--- src/hdl/pae_cfg.svh ---
// Register map, field positions, reset values and timing figures of the alarm evaluator
`ifndef PAE_CFG_SVH
`define PAE_CFG_SVH

// Register byte offsets
`define PAE_OFF_TYPE      8'h00
`define PAE_OFF_DIR       8'h04
`define PAE_OFF_MODE      8'h08
`define PAE_OFF_HYST      8'h0C
`define PAE_OFF_INSPAN    8'h10
`define PAE_OFF_OUTSPAN   8'h14
`define PAE_OFF_LIMIT0    8'h18
`define PAE_LIMIT_STEP    8'h04
`define PAE_OFF_STATUS    8'h28

// Direction register fields
`define PAE_DIR_HIGH_LSB  0
`define PAE_DIR_END_LSB   4
`define PAE_DIR_OUT_LSB   8

// Mode register fields
`define PAE_MODE_LATCH    0
`define PAE_MODE_BLK_LSB  1
`define PAE_MODE_DIAG_LSB 3
`define PAE_MODE_PROG     5
`define PAE_MODE_DUPLEX   6
`define PAE_MODE_DUALRLY  7

// Status register fields
`define PAE_ST_ALARM_LSB  0
`define PAE_ST_SP_LSB     2
`define PAE_ST_BLK_LSB    6
`define PAE_ST_DIAG_LSB   8

// Reset values
`define PAE_RST_TYPE      16'h0000
`define PAE_RST_DIR       12'h000
`define PAE_RST_MODE      8'h00
`define PAE_RST_HYST      10'h000
`define PAE_RST_SPAN      16'h0000
`define PAE_RST_LIMIT     16'h0000

// Alarm type codes; the rest of the type list is a plain level comparison
`define PAE_TYPE_NONE     4'h0
`define PAE_TYPE_EVENT    4'hF

// Hysteresis in tenths of a percent, 0.0 to 100.0 %
`define PAE_HYST_MAX      10'h3E8
`define PAE_HYST_FULL     32'h0000_03E8

// Open output threshold in tenths of a milliamp (3.5 mA)
`define PAE_OPEN_TENTHS   8'h23

// Control cycle timing
`define PAE_CLK_HZ        50000000
`define PAE_CYCLE_MS      167

`endif

--- src/hdl/pae_pkg.sv ---
// Types shared by the alarm evaluator modules
package pae_pkg;

	typedef logic [15:0] pae_val_t;

	typedef enum logic [1:0] {
		PAE_BLK_FREE  = 2'b00,
		PAE_BLK_HOLD  = 2'b01,
		PAE_BLK_QUIET = 2'b10
	} pae_blk_t;

	typedef enum logic [1:0] {
		PAE_SUP_NONE = 2'b00,
		PAE_SUP_A1   = 2'b01,
		PAE_SUP_A2   = 2'b10,
		PAE_SUP_BOTH = 2'b11
	} pae_suppress_t;

endpackage

--- src/hdl/pae_sp_if.sv ---
// Per-setpoint link between the alarm controller and one setpoint evaluator
`timescale 1ns/100ps
interface pae_sp_if;
	import pae_pkg::*;
	pae_val_t value;
	pae_val_t limit;
	pae_val_t hyst;
	logic     dir_high;
	logic     event_mode;
	logic     event_hit;
	logic     enable;
	logic     blocked;
	logic     tick;
	logic     active;
	logic     trip;

	modport ctrl (
		output value, limit, hyst, dir_high, event_mode, event_hit, enable, blocked, tick,
		input  active, trip
	);
	modport eval (
		input  value, limit, hyst, dir_high, event_mode, event_hit, enable, blocked, tick,
		output active, trip
	);
endinterface

--- src/hdl/pae_sp_eval.sv ---
// One alarm setpoint: level comparison with hysteresis, or segment event
`timescale 1ns/100ps
module pae_sp_eval
	import pae_pkg::*;
(
	input  wire logic clk_sys_i,
	input  wire logic rst_i,
	pae_sp_if.eval    sp
);
	logic [16:0] lim_w;
	logic [16:0] val_w;
	logic [16:0] hys_w;
	logic        reach_w;
	logic        clear_w;
	logic        cond_w;
	logic        active_q;

	assign val_w = {1'b0, sp.value};
	assign lim_w = {1'b0, sp.limit};
	assign hys_w = {1'b0, sp.hyst};
	// Trip exactly at the setpoint
	assign reach_w = sp.dir_high ? (val_w >= lim_w) : (val_w <= lim_w);
	// Release only past the setpoint by the deadband
	assign clear_w = sp.dir_high ? (val_w + hys_w <= lim_w) : (val_w >= lim_w + hys_w);
	assign cond_w  = sp.event_mode ? sp.event_hit : (reach_w | (active_q & ~clear_w));
	assign sp.trip   = sp.enable & cond_w;
	assign sp.active = active_q;

	always_ff @(posedge clk_sys_i or posedge rst_i) begin
		if (rst_i) begin
			active_q <= 1'b0;
		end else if (sp.tick) begin
			active_q <= sp.enable & ~sp.blocked & cond_w;
		end
	end
endmodule

--- src/hdl/pae_top.sv ---
// Two-alarm process evaluator with hysteresis, latching, blocking and open-output check
//
// Notes on behaviour
// Two alarms, two setpoints each, every setpoint with its own type code.
// Every setpoint holds its own begin or end segment-event choice.
// Second alarm setpoints off on duplex output unless dual relay fitted.
// Inactive alarm trips exactly at the setpoint, no deadband offset.
// Active alarm clears only past the setpoint by the shared deadband, 0-100 %.
// Input-signal alarms scale the deadband by the input range span.
// Output-signal alarms scale the deadband by the full output range.
// Alarm output 1 may be configured latching or non-latching.
// Latched output 1 stays on until the run/hold key is pressed.
// Blocking selects none, first alarm, second alarm or both alarms.
// Blocked alarm stays off until its parameter first leaves alarm.
// Blocking releases after one full control cycle out of alarm.
// Diagnostics raise an alarm when current or aux output is below 3.5 mA.
// Diagnostic target is off, alarm 1 or alarm 2, ORed with its setpoints.
// Direction bit picks a high or a low trip for each setpoint.
// Segment event replaces high/low only with programming on and event type.
// Zero-length program segments raise no segment events.
// Everything is evaluated once per 167 ms control cycle on sampled values; the code updates latched alarm 1 on the run/hold key at once.
`timescale 1ns/100ps
`include "pae_cfg.svh"
module pae_top
	import pae_pkg::*;
#(
	parameter int unsigned CYCLE_CLKS = `PAE_CLK_HZ / 1000 * `PAE_CYCLE_MS
) (
	input  wire logic                clk_sys_i,
	input  wire logic                rst_i,
	input  wire logic [7:0]          reg_addr_i,
	input  wire logic [31:0]         reg_wdata_i,
	input  wire logic                reg_wr_i,
	input  wire logic                reg_rd_i,
	output logic      [31:0]         reg_rdata_o,
	input  wire logic [3:0][15:0]    watched_i,
	input  wire logic [7:0]          cur_out_i,
	input  wire logic                cur_out_fitted_i,
	input  wire logic [7:0]          aux_out_i,
	input  wire logic                aux_out_fitted_i,
	input  wire logic                run_hold_key_i,
	input  wire logic                seg_begin_i,
	input  wire logic                seg_end_i,
	input  wire logic                seg_zero_len_i,
	output logic      [1:0]          alarm_o,
	output logic      [3:0]          sp_active_o,
	output logic                     cycle_tick_o
);
	localparam int CW = $clog2(CYCLE_CLKS + 1);

	// Configuration registers
	logic [15:0]     type_q;
	logic [11:0]     dir_q;
	logic [7:0]      mode_q;
	logic [9:0]      hyst_q;
	pae_val_t        in_span_q;
	pae_val_t        out_span_q;
	pae_val_t [3:0]  limit_q;

	// Block state
	logic [CW-1:0]   cnt_q;
	logic            tick_q;
	logic            tick1_q;
	logic [1:0]      alarm_q;
	logic [1:0]      diag_q;
	logic [3:0]      ev_seen_q;
	logic [1:0]      blk_en_q;
	pae_blk_t [1:0]  blk_q;
	logic [31:0]     rdata_q;

	// Decode
	logic            wr_type_w;
	logic            wr_dir_w;
	logic            wr_mode_w;
	logic            wr_hyst_w;
	logic            wr_inspan_w;
	logic            wr_outspan_w;
	logic [3:0]      wr_limit_w;
	logic [31:0]     rd_mux_w;

	// Derived configuration
	logic            latch_w;
	pae_suppress_t   blk_sel_w;
	logic [1:0]      diag_sel_w;
	logic            prog_w;
	logic            second_off_w;
	logic [9:0]      hyst_eff_w;
	pae_val_t        in_hyst_w;
	pae_val_t        out_hyst_w;
	logic            open_w;
	logic [1:0]      diag_to_w;
	logic [1:0]      in_alarm_w;
	logic [1:0]      blocked_w;
	logic [1:0]      cond_w;
	logic [3:0]      ev_pulse_w;
	logic [3:0]      sp_trip_w;
	logic [3:0]      sp_act_w;

	assign wr_type_w    = reg_wr_i && (reg_addr_i == `PAE_OFF_TYPE);
	assign wr_dir_w     = reg_wr_i && (reg_addr_i == `PAE_OFF_DIR);
	assign wr_mode_w    = reg_wr_i && (reg_addr_i == `PAE_OFF_MODE);
	assign wr_hyst_w    = reg_wr_i && (reg_addr_i == `PAE_OFF_HYST);
	assign wr_inspan_w  = reg_wr_i && (reg_addr_i == `PAE_OFF_INSPAN);
	assign wr_outspan_w = reg_wr_i && (reg_addr_i == `PAE_OFF_OUTSPAN);

	assign latch_w      = mode_q[`PAE_MODE_LATCH];
	assign blk_sel_w    = pae_suppress_t'(mode_q[`PAE_MODE_BLK_LSB +: 2]);
	assign diag_sel_w   = mode_q[`PAE_MODE_DIAG_LSB +: 2];
	assign prog_w       = mode_q[`PAE_MODE_PROG];
	assign second_off_w = mode_q[`PAE_MODE_DUPLEX] & ~mode_q[`PAE_MODE_DUALRLY];

	// Deadband as a fraction of the chosen span; settings above 100.0 % are clamped
	assign hyst_eff_w = (hyst_q > `PAE_HYST_MAX) ? `PAE_HYST_MAX : hyst_q;
	assign in_hyst_w  = 16'((32'(in_span_q) * 32'(hyst_eff_w)) / `PAE_HYST_FULL);
	assign out_hyst_w = 16'((32'(out_span_q) * 32'(hyst_eff_w)) / `PAE_HYST_FULL);

	// Open-circuit check on either fitted milliamp output
	assign open_w = (cur_out_fitted_i & (cur_out_i < `PAE_OPEN_TENTHS))
		| (aux_out_fitted_i & (aux_out_i < `PAE_OPEN_TENTHS));
	assign diag_to_w = {diag_sel_w == 2'b10, diag_sel_w == 2'b01};

	// Control cycle divider
	always_ff @(posedge clk_sys_i or posedge rst_i) begin
		if (rst_i) begin
			cnt_q   <= '0;
			tick_q  <= 1'b0;
			tick1_q <= 1'b0;
		end else begin
			cnt_q   <= (cnt_q == CW'(CYCLE_CLKS - 1)) ? '0 : cnt_q + CW'(1);
			tick_q  <= (cnt_q == CW'(CYCLE_CLKS - 1));
			tick1_q <= tick_q;
		end
	end

	// Configuration writes
	always_ff @(posedge clk_sys_i or posedge rst_i) begin
		if (rst_i) begin
			type_q     <= `PAE_RST_TYPE;
			dir_q      <= `PAE_RST_DIR;
			mode_q     <= `PAE_RST_MODE;
			hyst_q     <= `PAE_RST_HYST;
			in_span_q  <= `PAE_RST_SPAN;
			out_span_q <= `PAE_RST_SPAN;
		end else begin
			if (wr_type_w) begin
				type_q <= reg_wdata_i[15:0];
			end
			if (wr_dir_w) begin
				dir_q <= reg_wdata_i[11:0];
			end
			if (wr_mode_w) begin
				mode_q <= reg_wdata_i[7:0];
			end
			if (wr_hyst_w) begin
				hyst_q <= reg_wdata_i[9:0];
			end
			if (wr_inspan_w) begin
				in_span_q <= reg_wdata_i[15:0];
			end
			if (wr_outspan_w) begin
				out_span_q <= reg_wdata_i[15:0];
			end
		end
	end

	// Setpoints: limits, segment events and evaluators
	pae_sp_if sp_if [4] ();

	genvar g;
	generate
		for (g = 0; g < 4; g++) begin : g_sp
			logic [3:0] type_w;
			logic       is_event_w;

			assign type_w        = type_q[4*g +: 4];
			assign is_event_w    = prog_w & (type_w == `PAE_TYPE_EVENT);
			assign wr_limit_w[g] = reg_wr_i
				&& (reg_addr_i == 8'(`PAE_OFF_LIMIT0 + g * `PAE_LIMIT_STEP));
			assign ev_pulse_w[g] = ~seg_zero_len_i
				& (dir_q[`PAE_DIR_END_LSB + g] ? seg_end_i : seg_begin_i);

			always_ff @(posedge clk_sys_i or posedge rst_i) begin
				if (rst_i) begin
					limit_q[g] <= `PAE_RST_LIMIT;
				end else if (wr_limit_w[g]) begin
					limit_q[g] <= reg_wdata_i[15:0];
				end
			end

			// A segment event caught in the cycle of the tick is kept for the next one
			always_ff @(posedge clk_sys_i or posedge rst_i) begin
				if (rst_i) begin
					ev_seen_q[g] <= 1'b0;
				end else begin
					ev_seen_q[g] <= (ev_seen_q[g] & ~tick_q) | ev_pulse_w[g];
				end
			end

			assign sp_if[g].value      = watched_i[g];
			assign sp_if[g].limit      = limit_q[g];
			assign sp_if[g].hyst       = dir_q[`PAE_DIR_OUT_LSB + g] ? out_hyst_w : in_hyst_w;
			assign sp_if[g].dir_high   = dir_q[`PAE_DIR_HIGH_LSB + g];
			assign sp_if[g].event_mode = is_event_w;
			assign sp_if[g].event_hit  = ev_seen_q[g];
			assign sp_if[g].enable     = (type_w != `PAE_TYPE_NONE) & ~((g >= 2) & second_off_w);
			assign sp_if[g].blocked    = blocked_w[g / 2];
			assign sp_if[g].tick       = tick_q;
			assign sp_trip_w[g]        = sp_if[g].trip;
			assign sp_act_w[g]         = sp_if[g].active;

			pae_sp_eval u_eval (
				.clk_sys_i (clk_sys_i),
				.rst_i     (rst_i),
				.sp        (sp_if[g].eval)
			);
		end
	endgenerate

	// Alarm blocking, one state machine per alarm
	generate
		for (g = 0; g < 2; g++) begin : g_blk
			logic en_w;

			assign en_w          = blk_sel_w[g];
			assign in_alarm_w[g] = sp_trip_w[2*g] | sp_trip_w[2*g+1];
			assign blocked_w[g]  = (blk_q[g] != PAE_BLK_FREE);

			always_ff @(posedge clk_sys_i or posedge rst_i) begin
				if (rst_i) begin
					blk_en_q[g] <= 1'b0;
					blk_q[g]    <= PAE_BLK_FREE;
				end else begin
					blk_en_q[g] <= en_w;
					if (!en_w) begin
						blk_q[g] <= PAE_BLK_FREE;
					end else if (!blk_en_q[g]) begin
						blk_q[g] <= PAE_BLK_HOLD;
					end else if (tick_q) begin
						unique case (blk_q[g])
							PAE_BLK_HOLD: begin
								blk_q[g] <= in_alarm_w[g] ? PAE_BLK_HOLD : PAE_BLK_QUIET;
							end
							PAE_BLK_QUIET: begin
								blk_q[g] <= in_alarm_w[g] ? PAE_BLK_HOLD : PAE_BLK_FREE;
							end
							PAE_BLK_FREE: begin
								blk_q[g] <= PAE_BLK_FREE;
							end
							default: begin
								blk_q[g] <= PAE_BLK_HOLD;
							end
						endcase
					end
				end
			end
		end
	endgenerate

	// Outputs settle one clock after the evaluators sample
	assign cond_w = {sp_act_w[3] | sp_act_w[2] | diag_q[1],
		sp_act_w[1] | sp_act_w[0] | diag_q[0]};

	always_ff @(posedge clk_sys_i or posedge rst_i) begin
		if (rst_i) begin
			diag_q  <= 2'b00;
			alarm_q <= 2'b00;
		end else begin
			if (tick_q) begin
				diag_q <= diag_to_w & {2{open_w}};
			end
			if (tick1_q) begin
				alarm_q[0] <= cond_w[0] | (latch_w & alarm_q[0] & ~run_hold_key_i);
				alarm_q[1] <= cond_w[1];
			end else if (run_hold_key_i && latch_w) begin
				alarm_q[0] <= cond_w[0];
			end
		end
	end

	// Register read back
	always_comb begin
		rd_mux_w = 32'h0000_0000;
		unique case (reg_addr_i)
			`PAE_OFF_TYPE:    rd_mux_w[15:0] = type_q;
			`PAE_OFF_DIR:     rd_mux_w[11:0] = dir_q;
			`PAE_OFF_MODE:    rd_mux_w[7:0]  = mode_q;
			`PAE_OFF_HYST:    rd_mux_w[9:0]  = hyst_q;
			`PAE_OFF_INSPAN:  rd_mux_w[15:0] = in_span_q;
			`PAE_OFF_OUTSPAN: rd_mux_w[15:0] = out_span_q;
			`PAE_OFF_STATUS: begin
				rd_mux_w[`PAE_ST_ALARM_LSB +: 2] = alarm_q;
				rd_mux_w[`PAE_ST_SP_LSB +: 4]    = sp_act_w;
				rd_mux_w[`PAE_ST_BLK_LSB +: 2]   = blocked_w;
				rd_mux_w[`PAE_ST_DIAG_LSB +: 2]  = diag_q;
			end
			default: begin
				for (int i = 0; i < 4; i++) begin
					if (reg_addr_i == 8'(`PAE_OFF_LIMIT0 + i * `PAE_LIMIT_STEP)) begin
						rd_mux_w[15:0] = limit_q[i];
					end
				end
			end
		endcase
	end

	always_ff @(posedge clk_sys_i or posedge rst_i) begin
		if (rst_i) begin
			rdata_q <= 32'h0000_0000;
		end else begin
			rdata_q <= reg_rd_i ? rd_mux_w : 32'h0000_0000;
		end
	end

	assign reg_rdata_o  = rdata_q;
	assign alarm_o      = alarm_q;
	assign sp_active_o  = sp_act_w;
	assign cycle_tick_o = tick_q;
endmodule

--- config.mk ---
export PLATFORM = sky130hd
export DESIGN_NAME = pae_top
export DESIGN_NICKNAME = d
export VERILOG_FILES = /design/src/hdl/pae_pkg.sv /design/src/hdl/pae_sp_if.sv /design/src/hdl/pae_sp_eval.sv /design/src/hdl/pae_top.sv
export VERILOG_INCLUDE_DIRS = /design/src /design/src/hdl
export SDC_FILE = /design/constraint.sdc
export NUM_CORES = 2
export LEC_CHECK = 0
export ABC_AREA = 1
export ABC_CLOCK_PERIOD_IN_PS = 21300
export CAP_MARGIN = 10
export CORE_UTILIZATION = 28
export DETAILED_ROUTE_END_ITERATION = 10
export DONT_BUFFER_PORTS = 1
export HOLD_SLACK_MARGIN = 0.06
export RECOVER_POWER = 50
export SLEW_MARGIN = 20
export SYNTH_ARGS = -nofsm -noshare
export SYNTH_HDL_FRONTEND = slang
export SYNTH_SLANG_ARGS = --single-unit
--- constraint.sdc ---
create_clock -name clk_sys_i -period 21.3 [get_ports clk_sys_i]
set_clock_uncertainty 0.15 [all_clocks]
set_input_delay 1.065 -clock clk_sys_i [delete_from_list [all_inputs] [get_ports clk_sys_i]]
set_output_delay 1.065 -clock clk_sys_i [all_outputs]
set_load 0.1 [all_outputs]
Yosys cells after proc, flatten, opt, wreduce, memory -nomap -nowiden
Index checks and enable logic that the tools add are counted.
{"block": "totals", "ff_bits": 201}
{"block": "classes", "addsub": 9, "div": 2, "multipliers": 2, "n_mux": 45, "n_eq_ne": 23, "reduce_logical": 23, "bitwise": 63, "magnitude_cmp": 19}
{"op": "$mux 16", "n": 9}
{"op": "$add 16x16->17", "n": 8}
{"op": "$ge 16x17->1", "n": 4}
{"op": "$le 17x16->1", "n": 4}
{"op": "$div 26x10->32 const B", "n": 2}
{"op": "$ge 16x16->1", "n": 4}
{"op": "$le 16x16->1", "n": 4}
{"op": "$pmux 8 s7", "n": 1}
{"op": "$mul 16x10->26", "n": 2}
{"op": "$and 1x1->1", "n": 35}
{"op": "$eq 8x5->1 const B", "n": 4}
{"op": "$eq 8x6->1 const B", "n": 3}
{"op": "$add 23x1->23 const B", "n": 1}
{"op": "$eq 23x23->1 const B", "n": 1}
{"op": "$mux 23", "n": 1}
{"op": "$mux 1", "n": 20}
{"op": "$eq 4x4->1 const B", "n": 4}
{"op": "$eq 8x4->1 const B", "n": 2}
{"op": "$lt 8x6->1 const B", "n": 2}
{"op": "$mux 2", "n": 8}
{"op": "$or 1x1->1", "n": 16}
{"op": "$pmux 4 s4", "n": 1}
{"op": "$reduce_bool 4->1", "n": 4}
{"op": "$pmux 2 s7", "n": 1}
{"op": "16 further kinds", "n": 45}

Logic depth before layout (Yosys ltp)
{"block": "depth", "ltp_word": 19, "depth_mapped": 164, "ltp_nobuf": 163}

Hierarchy
Synthesis repeated with hierarchy kept, for this count alone.
{"block": "hier_totals", "cells_unflattened": 5865, "area_unflattened_um2": 39155.1}
{"mod": "pae_top", "area_per_inst_um2": 28484.8, "cells_per_inst": 4269, "n_inst": 1, "seq_area_each_um2": 4929.7}
{"mod": "pae_sp_eval", "area_per_inst_um2": 2667.6, "cells_per_inst": 399, "n_inst": 4, "seq_area_each_um2": 25.0}

Least setup slack after synthesis
OpenSTA, ideal clock, no wires.
{"block": "synth_timing", "path_type": "flip-flop to flip-flop", "startpoint": "register hyst_q[5]", "endpoint": "register blk_q[2] (netlist bit)", "path_stages_with_launch": 147, "setup_time_ns": 0.130, "setup_slack_ns": 4.145, "path_buffers": 2, "arrival_ns": 16.875, "cell_sequence": "dfrtp_1 > clkbuf_1 > nand3_1 > nor2_1 > nand2_1 > inv_1 > nor2_1 > inv_2 > clkbuf_1 > nand2_1 > fa_1 > inv_1 > fa_1 > inv_1 > fa_1 > inv_1 > fa_1 > inv_1 > (+111 left out) > a21oi_1 > o21ai_0 > xnor2_1 > ha_1 > nand2_1 > inv_1 > nand3_1 > nor4_1 > a211oi_1 > a2111o_1 > nand3_1 > a22oi_1 > o211ai_1 > nand2_1 > inv_1 > nor2_1 > o211ai_1 > o21ai_0"}
{"block": "synth_between", "elab_chain_cells": 19}
{"element": "start, declared", "line_no": "pae_top.sv:55", "rtl": "logic [9:0] hyst_q;"}
{"element": "start signal, assigned", "line_no": "pae_top.sv:141", "rtl": "hyst_q <= `PAE_RST_HYST;"}
{"element": "start signal, assigned", "line_no": "pae_top.sv:155", "rtl": "hyst_q <= reg_wdata_i[9:0];"}
{"element": "$gt 10x10->1 (no source line)"}
{"element": "$mux 10 (*)", "line_no": "pae_top.sv:113", "rtl": "assign hyst_eff_w = (hyst_q > `PAE_HYST_MAX) ? `PAE_HYST_MAX : hyst_q;"}
{"element": "$mul 16x10->26 (on tied branches)", "line_no": "pae_top.sv:114, pae_top.sv:115"}
{"element": "$div 26x10->32 (no source line)"}
{"element": "$mux 16", "line_no": "pae_top.sv:201", "rtl": "assign sp_if[g].hyst = dir_q[`PAE_DIR_OUT_LSB + g] ? out_hyst_w : in_hyst_w;"}
{"element": "$add 16x16->17", "line_no": "pae_sp_eval.sv:24", "rtl": "assign clear_w = sp.dir_high ? (val_w + hys_w <= lim_w) : (val_w >= lim_w + hys_w);"}
{"element": "$ge 16x17->1 / $le 17x16->1 (equally long branches)", "line_no": "pae_sp_eval.sv:24"}
{"element": "$mux 1", "line_no": "pae_sp_eval.sv:24"}
{"element": "(+3 left out)"}
{"element": "$mux 1", "line_no": "pae_sp_eval.sv:25", "rtl": "assign cond_w = sp.event_mode ? sp.event_hit : (reach_w | (active_q & ~clear_w));"}
{"element": "$and 1x1->1", "line_no": "pae_sp_eval.sv:26", "rtl": "assign sp.trip = sp.enable & cond_w;"}
{"element": "$or 1x1->1 (*)", "line_no": "pae_top.sv:225", "rtl": "assign in_alarm_w[g] = sp_trip_w[2*g] | sp_trip_w[2*g+1];"}
{"element": "$mux 1 / $mux 2 (equally long branches)", "line_no": "pae_top.sv:244, pae_top.sv:241"}
{"element": "$pmux 2 s3 (*)", "line_no": "pae_top.sv:239", "rtl": "unique case (blk_q[g])"}
{"element": "$mux 2 (*)", "line_no": "pae_top.sv:238", "rtl": "end else if (tick_q) begin"}
{"element": "$mux 2 (*)", "line_no": "pae_top.sv:236", "rtl": "end else if (!blk_en_q[g]) begin"}
{"element": "$mux 2 (*)", "line_no": "pae_top.sv:234", "rtl": "if (!en_w) begin"}
{"element": "end signal, assigned by index", "line_no": "pae_top.sv:241", "rtl": "blk_q[g] <= in_alarm_w[g] ? PAE_BLK_HOLD : PAE_BLK_QUIET;"}
{"element": "end signal, assigned by index", "line_no": "pae_top.sv:244", "rtl": "blk_q[g] <= in_alarm_w[g] ? PAE_BLK_HOLD : PAE_BLK_FREE;"}
{"element": "end, declared", "line_no": "pae_top.sv:68", "rtl": "pae_blk_t [1:0] blk_q;"}
Every way passes the cells marked *; elsewhere a longest branch is shown, timed or not. The select of a mux whose other input is x is not followed.
A chain may end at the register's enable or synchronous reset.

Worst setup path in the final report
{"block": "layout_timing", "startpoint": "register hyst_q[6]", "endpoint": "register blk_q[0] (netlist bit)"}
The elaborated chain is that of the path after synthesis.

==> impl_metrics.json <==
{
  "viasPerCell": 4.83,
  "crit_fanout": 9,
  "yosysSeqAreaShare_pct": 12.8,
  "tightest_slew_ps": 6110,
  "multi_input_area_um2": 29800,
  "die-area_um2": 142000,
  "setup-violations-final": 0,
  "drive_above_1_share_pct": 14.0,
  "timing.final.crit_share_pct": 93.2,
  "clock_sinks": 201,
  "dieWidth_um": 377,
  "portBuffers": 0,
  "reg2reg_depth": 143,
  "finalCriticalPeriod_ps": 19840,
  "p_total_uw": 1550,
  "vias": 36000,
  "whs_ps": 308,
  "crit_slowest_cell": "fa_1",
  "clk_latency_ps": 550,
  "synth_top_area_share_pct": 14.1,
  "leakage_uw": 0.0225,
  "grt_max_degree": 133,
  "timing.fmax_ghz": 0.0504,
  "maxSlewHeadroom_pct": -310,
  "dp_hpwl_um": 103000,
  "area_delta_synth_final_pct": 8.18,
  "critPathRequiredTime_ps": 21600,
  "yosysWarnings": 0,
  "synth.largest_area_cell": "ha_1",
  "path_clk_slew_ps": 60,
  "critPathMaxStageDelay_ps": 560,
  "drc": 0,
  "hold_depth": 1,
  "synthArstFlopShare_pct": 100,
  "antenna_found_initial": 3,
  "post-place-ws_ps": 709,
  "timing.setup.tns_ps": 0,
  "fin_util_pct": 30.6,
  "drt_first_pass_iters": 6,
  "synth_edf_count": 0,
  "cts_tree": "built",
  "final_common_cell": "nand2_1",
  "start_kind": "register",
  "core_um2": 140000,
  "crit_path_frequent_cell": "nand2_4",
  "drv_slew": 226,
  "hp-class": "register to register",
  "synth-seq-cells": 201,
  "end_kind": "register",
  "synthTopCellsByArea": "ha_1, dfrtp_1, nand2_1",
  "grtUsageTotal_pct": 17.2,
  "ys.flop_type": "dfrtp_1",
  "grt_pass1_vias": 34700,
  "max_cap_violations": 4,
  "final_nets": 6376,
  "row_count": 137,
  "p_per_area_nw_per_um2": 36.3,
  "cts_buffers": 23,
  "h-tree-depth": 1,
  "crit_arrival_ps": 20140,
  "gp_congestion": 0.955,
  "critPathKind": "register to register",
  "wl_per_cell_um": 16.7,
  "grt.overflow.total": 0,
  "drt_iter0_drc": 2882,
  "synthesis.area_um2": 39400,
  "nFillCells": 15100,
  "final-seq-area_um2": 5030,
  "antenna_cells": 0,
  "ir_drop_v": 0.0000550,
  "cts_root_buf": "clkbuf_16",
  "die_h_um": 377,
  "finalHoldViolCount": 0,
  "fin_ws_ps": 1460,
  "status": "complete, but fails checks",
  "clockBufferDepth": 3,
  "ant_nets": 0,
  "synthCells": 5615,
  "cts-hold-fix-buffers": 0,
  "ioPinCount": 169,
  "violations": "max-capacitance violations, max-slew violations",
  "grt_pass1_wl_um": 194000,
  "postSynthAreaPerCell_um2": 7.02,
  "final_cell_mix": "nand2_1, inv_1, ha_1",
  "yosysUniqueCellTypes": 86,
  "start_util_pct": 28.3,
  "totalWireLength_um": 124000
}
==> logic make-up after synthesis <==
family                     count (synthesis)  share of synthesized area (%)
and+or+nand+nor                         2404                           31.0
other                                      1                        0.00951
xor gates and xnor gates                 191                           4.24
adders and majority gates                671                           25.6
AOI/OAI and AO/OA                        913                           14.0
DFF                                      201                           12.8
buffers and inverters                   1234                           12.4
==> registers in the layout, summed over array words and instances (netlist names) <==
signal                 cells
in_span_q                 16
cnt_q                     23
out_span_q                16
reg_rdata_o               16
blk_q                      4
blk_en_q                   2
sp_if.event_hit            4
sp_if.limit               64
mode_q                     8
dir_q                     12
tick1_q                    1
alarm_o                    2
g_sp.u_eval.sp.active      4
hyst_q                    10
cycle_tick_o               1
type_q                    16
diag_q                     2
==> layout make-up <==
| cell class | count | area share, % |
|---|---|---|
| multi-input combinational | 4195 | 69.9 |
| sequential | 201 | 11.8 |
| inverter | 1103 | 9.93 |
| tap | 1876 | 5.50 |
| clock buffer | 26 | 1.42 |
| timing repair buffer | 49 | 0.968 |
| clock inverter | 12 | 0.463 |
| timing repair inverter | 2 | 0.0352 |
==> Yosys cell counts (all sizes together) (7+ instances only) <==
master   instances
o22ai           35
a31oi            9
nand3b          18
o2111ai          7
a211oi          10
xor2           155
dfrtp          201
nand3          316
a21oi          303
clkinv          16
nor3            39
o21ai          381
o21bai          68
fa             228
nor2           377
a2111oi         13
clkbuf         107
nor4            14
xnor2           36
a21o            13
a221oi          17
ha             443
o211ai          22
buf             24
inv           1087
nand4           67
nand2         1564
==> per-stage QoR <==
step / instance area (um2) / instances
final: 42700 / 7464
after global placement: 41400 / 7408
after CTS: 42200 / 7446
after floorplan: 39500 / 5630
after detailed placement: 41400 / 7408
after global routing: 42700 / 7464
==> worst max-delay path, delay by kind of cell (launching register included) <==
| family | cells | cell delay [ps] |
|---|---|---|
| AND/OR/NAND/NOR | 91 | 9520 |
| adder cells (fa/ha/maj) | 8 | 3780 |
| AO/OA/AOI/OAI | 19 | 3610 |
| buffers and inverters | 24 | 2050 |
| flip-flops | 1 | 350 |
| XOR/XNOR | 1 | 260 |
==> final timing paths <==
check / startpoint / to / slack (ps)
max: hyst_q[6] / blk_q[0] / 1460
min: cnt_q[0] / cnt_q[0] / 310
max reg2reg: hyst_q[6] / blk_q[0] / 1460
min reg2reg: cnt_q[0] / cnt_q[0] / 310
max in group asynchronous: rst_i / sp_if[1].limit[15] / 13510
min in group asynchronous: rst_i / cycle_tick_o / 2170
==> report_power, final <==
group          switching (uW)  internal, uW  total (uW)
Sequential               38.7           396         434
Clock                     177           265         442
Combinational             446           226         672
Total                     662           887        1550
==> routing by layer <==
layer / routed length [um] / track usage (%)
met1: 53800 / 22.5
met4: 4520 / 4.81
met3: 10700 / 3.77
met5: 0 / 0
met2: 55500 / 28.3
==> what timing repair did <==
action	in CTS	in global routing
hold endpoints to repair	0	0
endpoints found under the setup margin	0	8
setup buffers	0	15
gates resized for setup	0	69
Note: power is estimated with default switching activity, not from simulation.
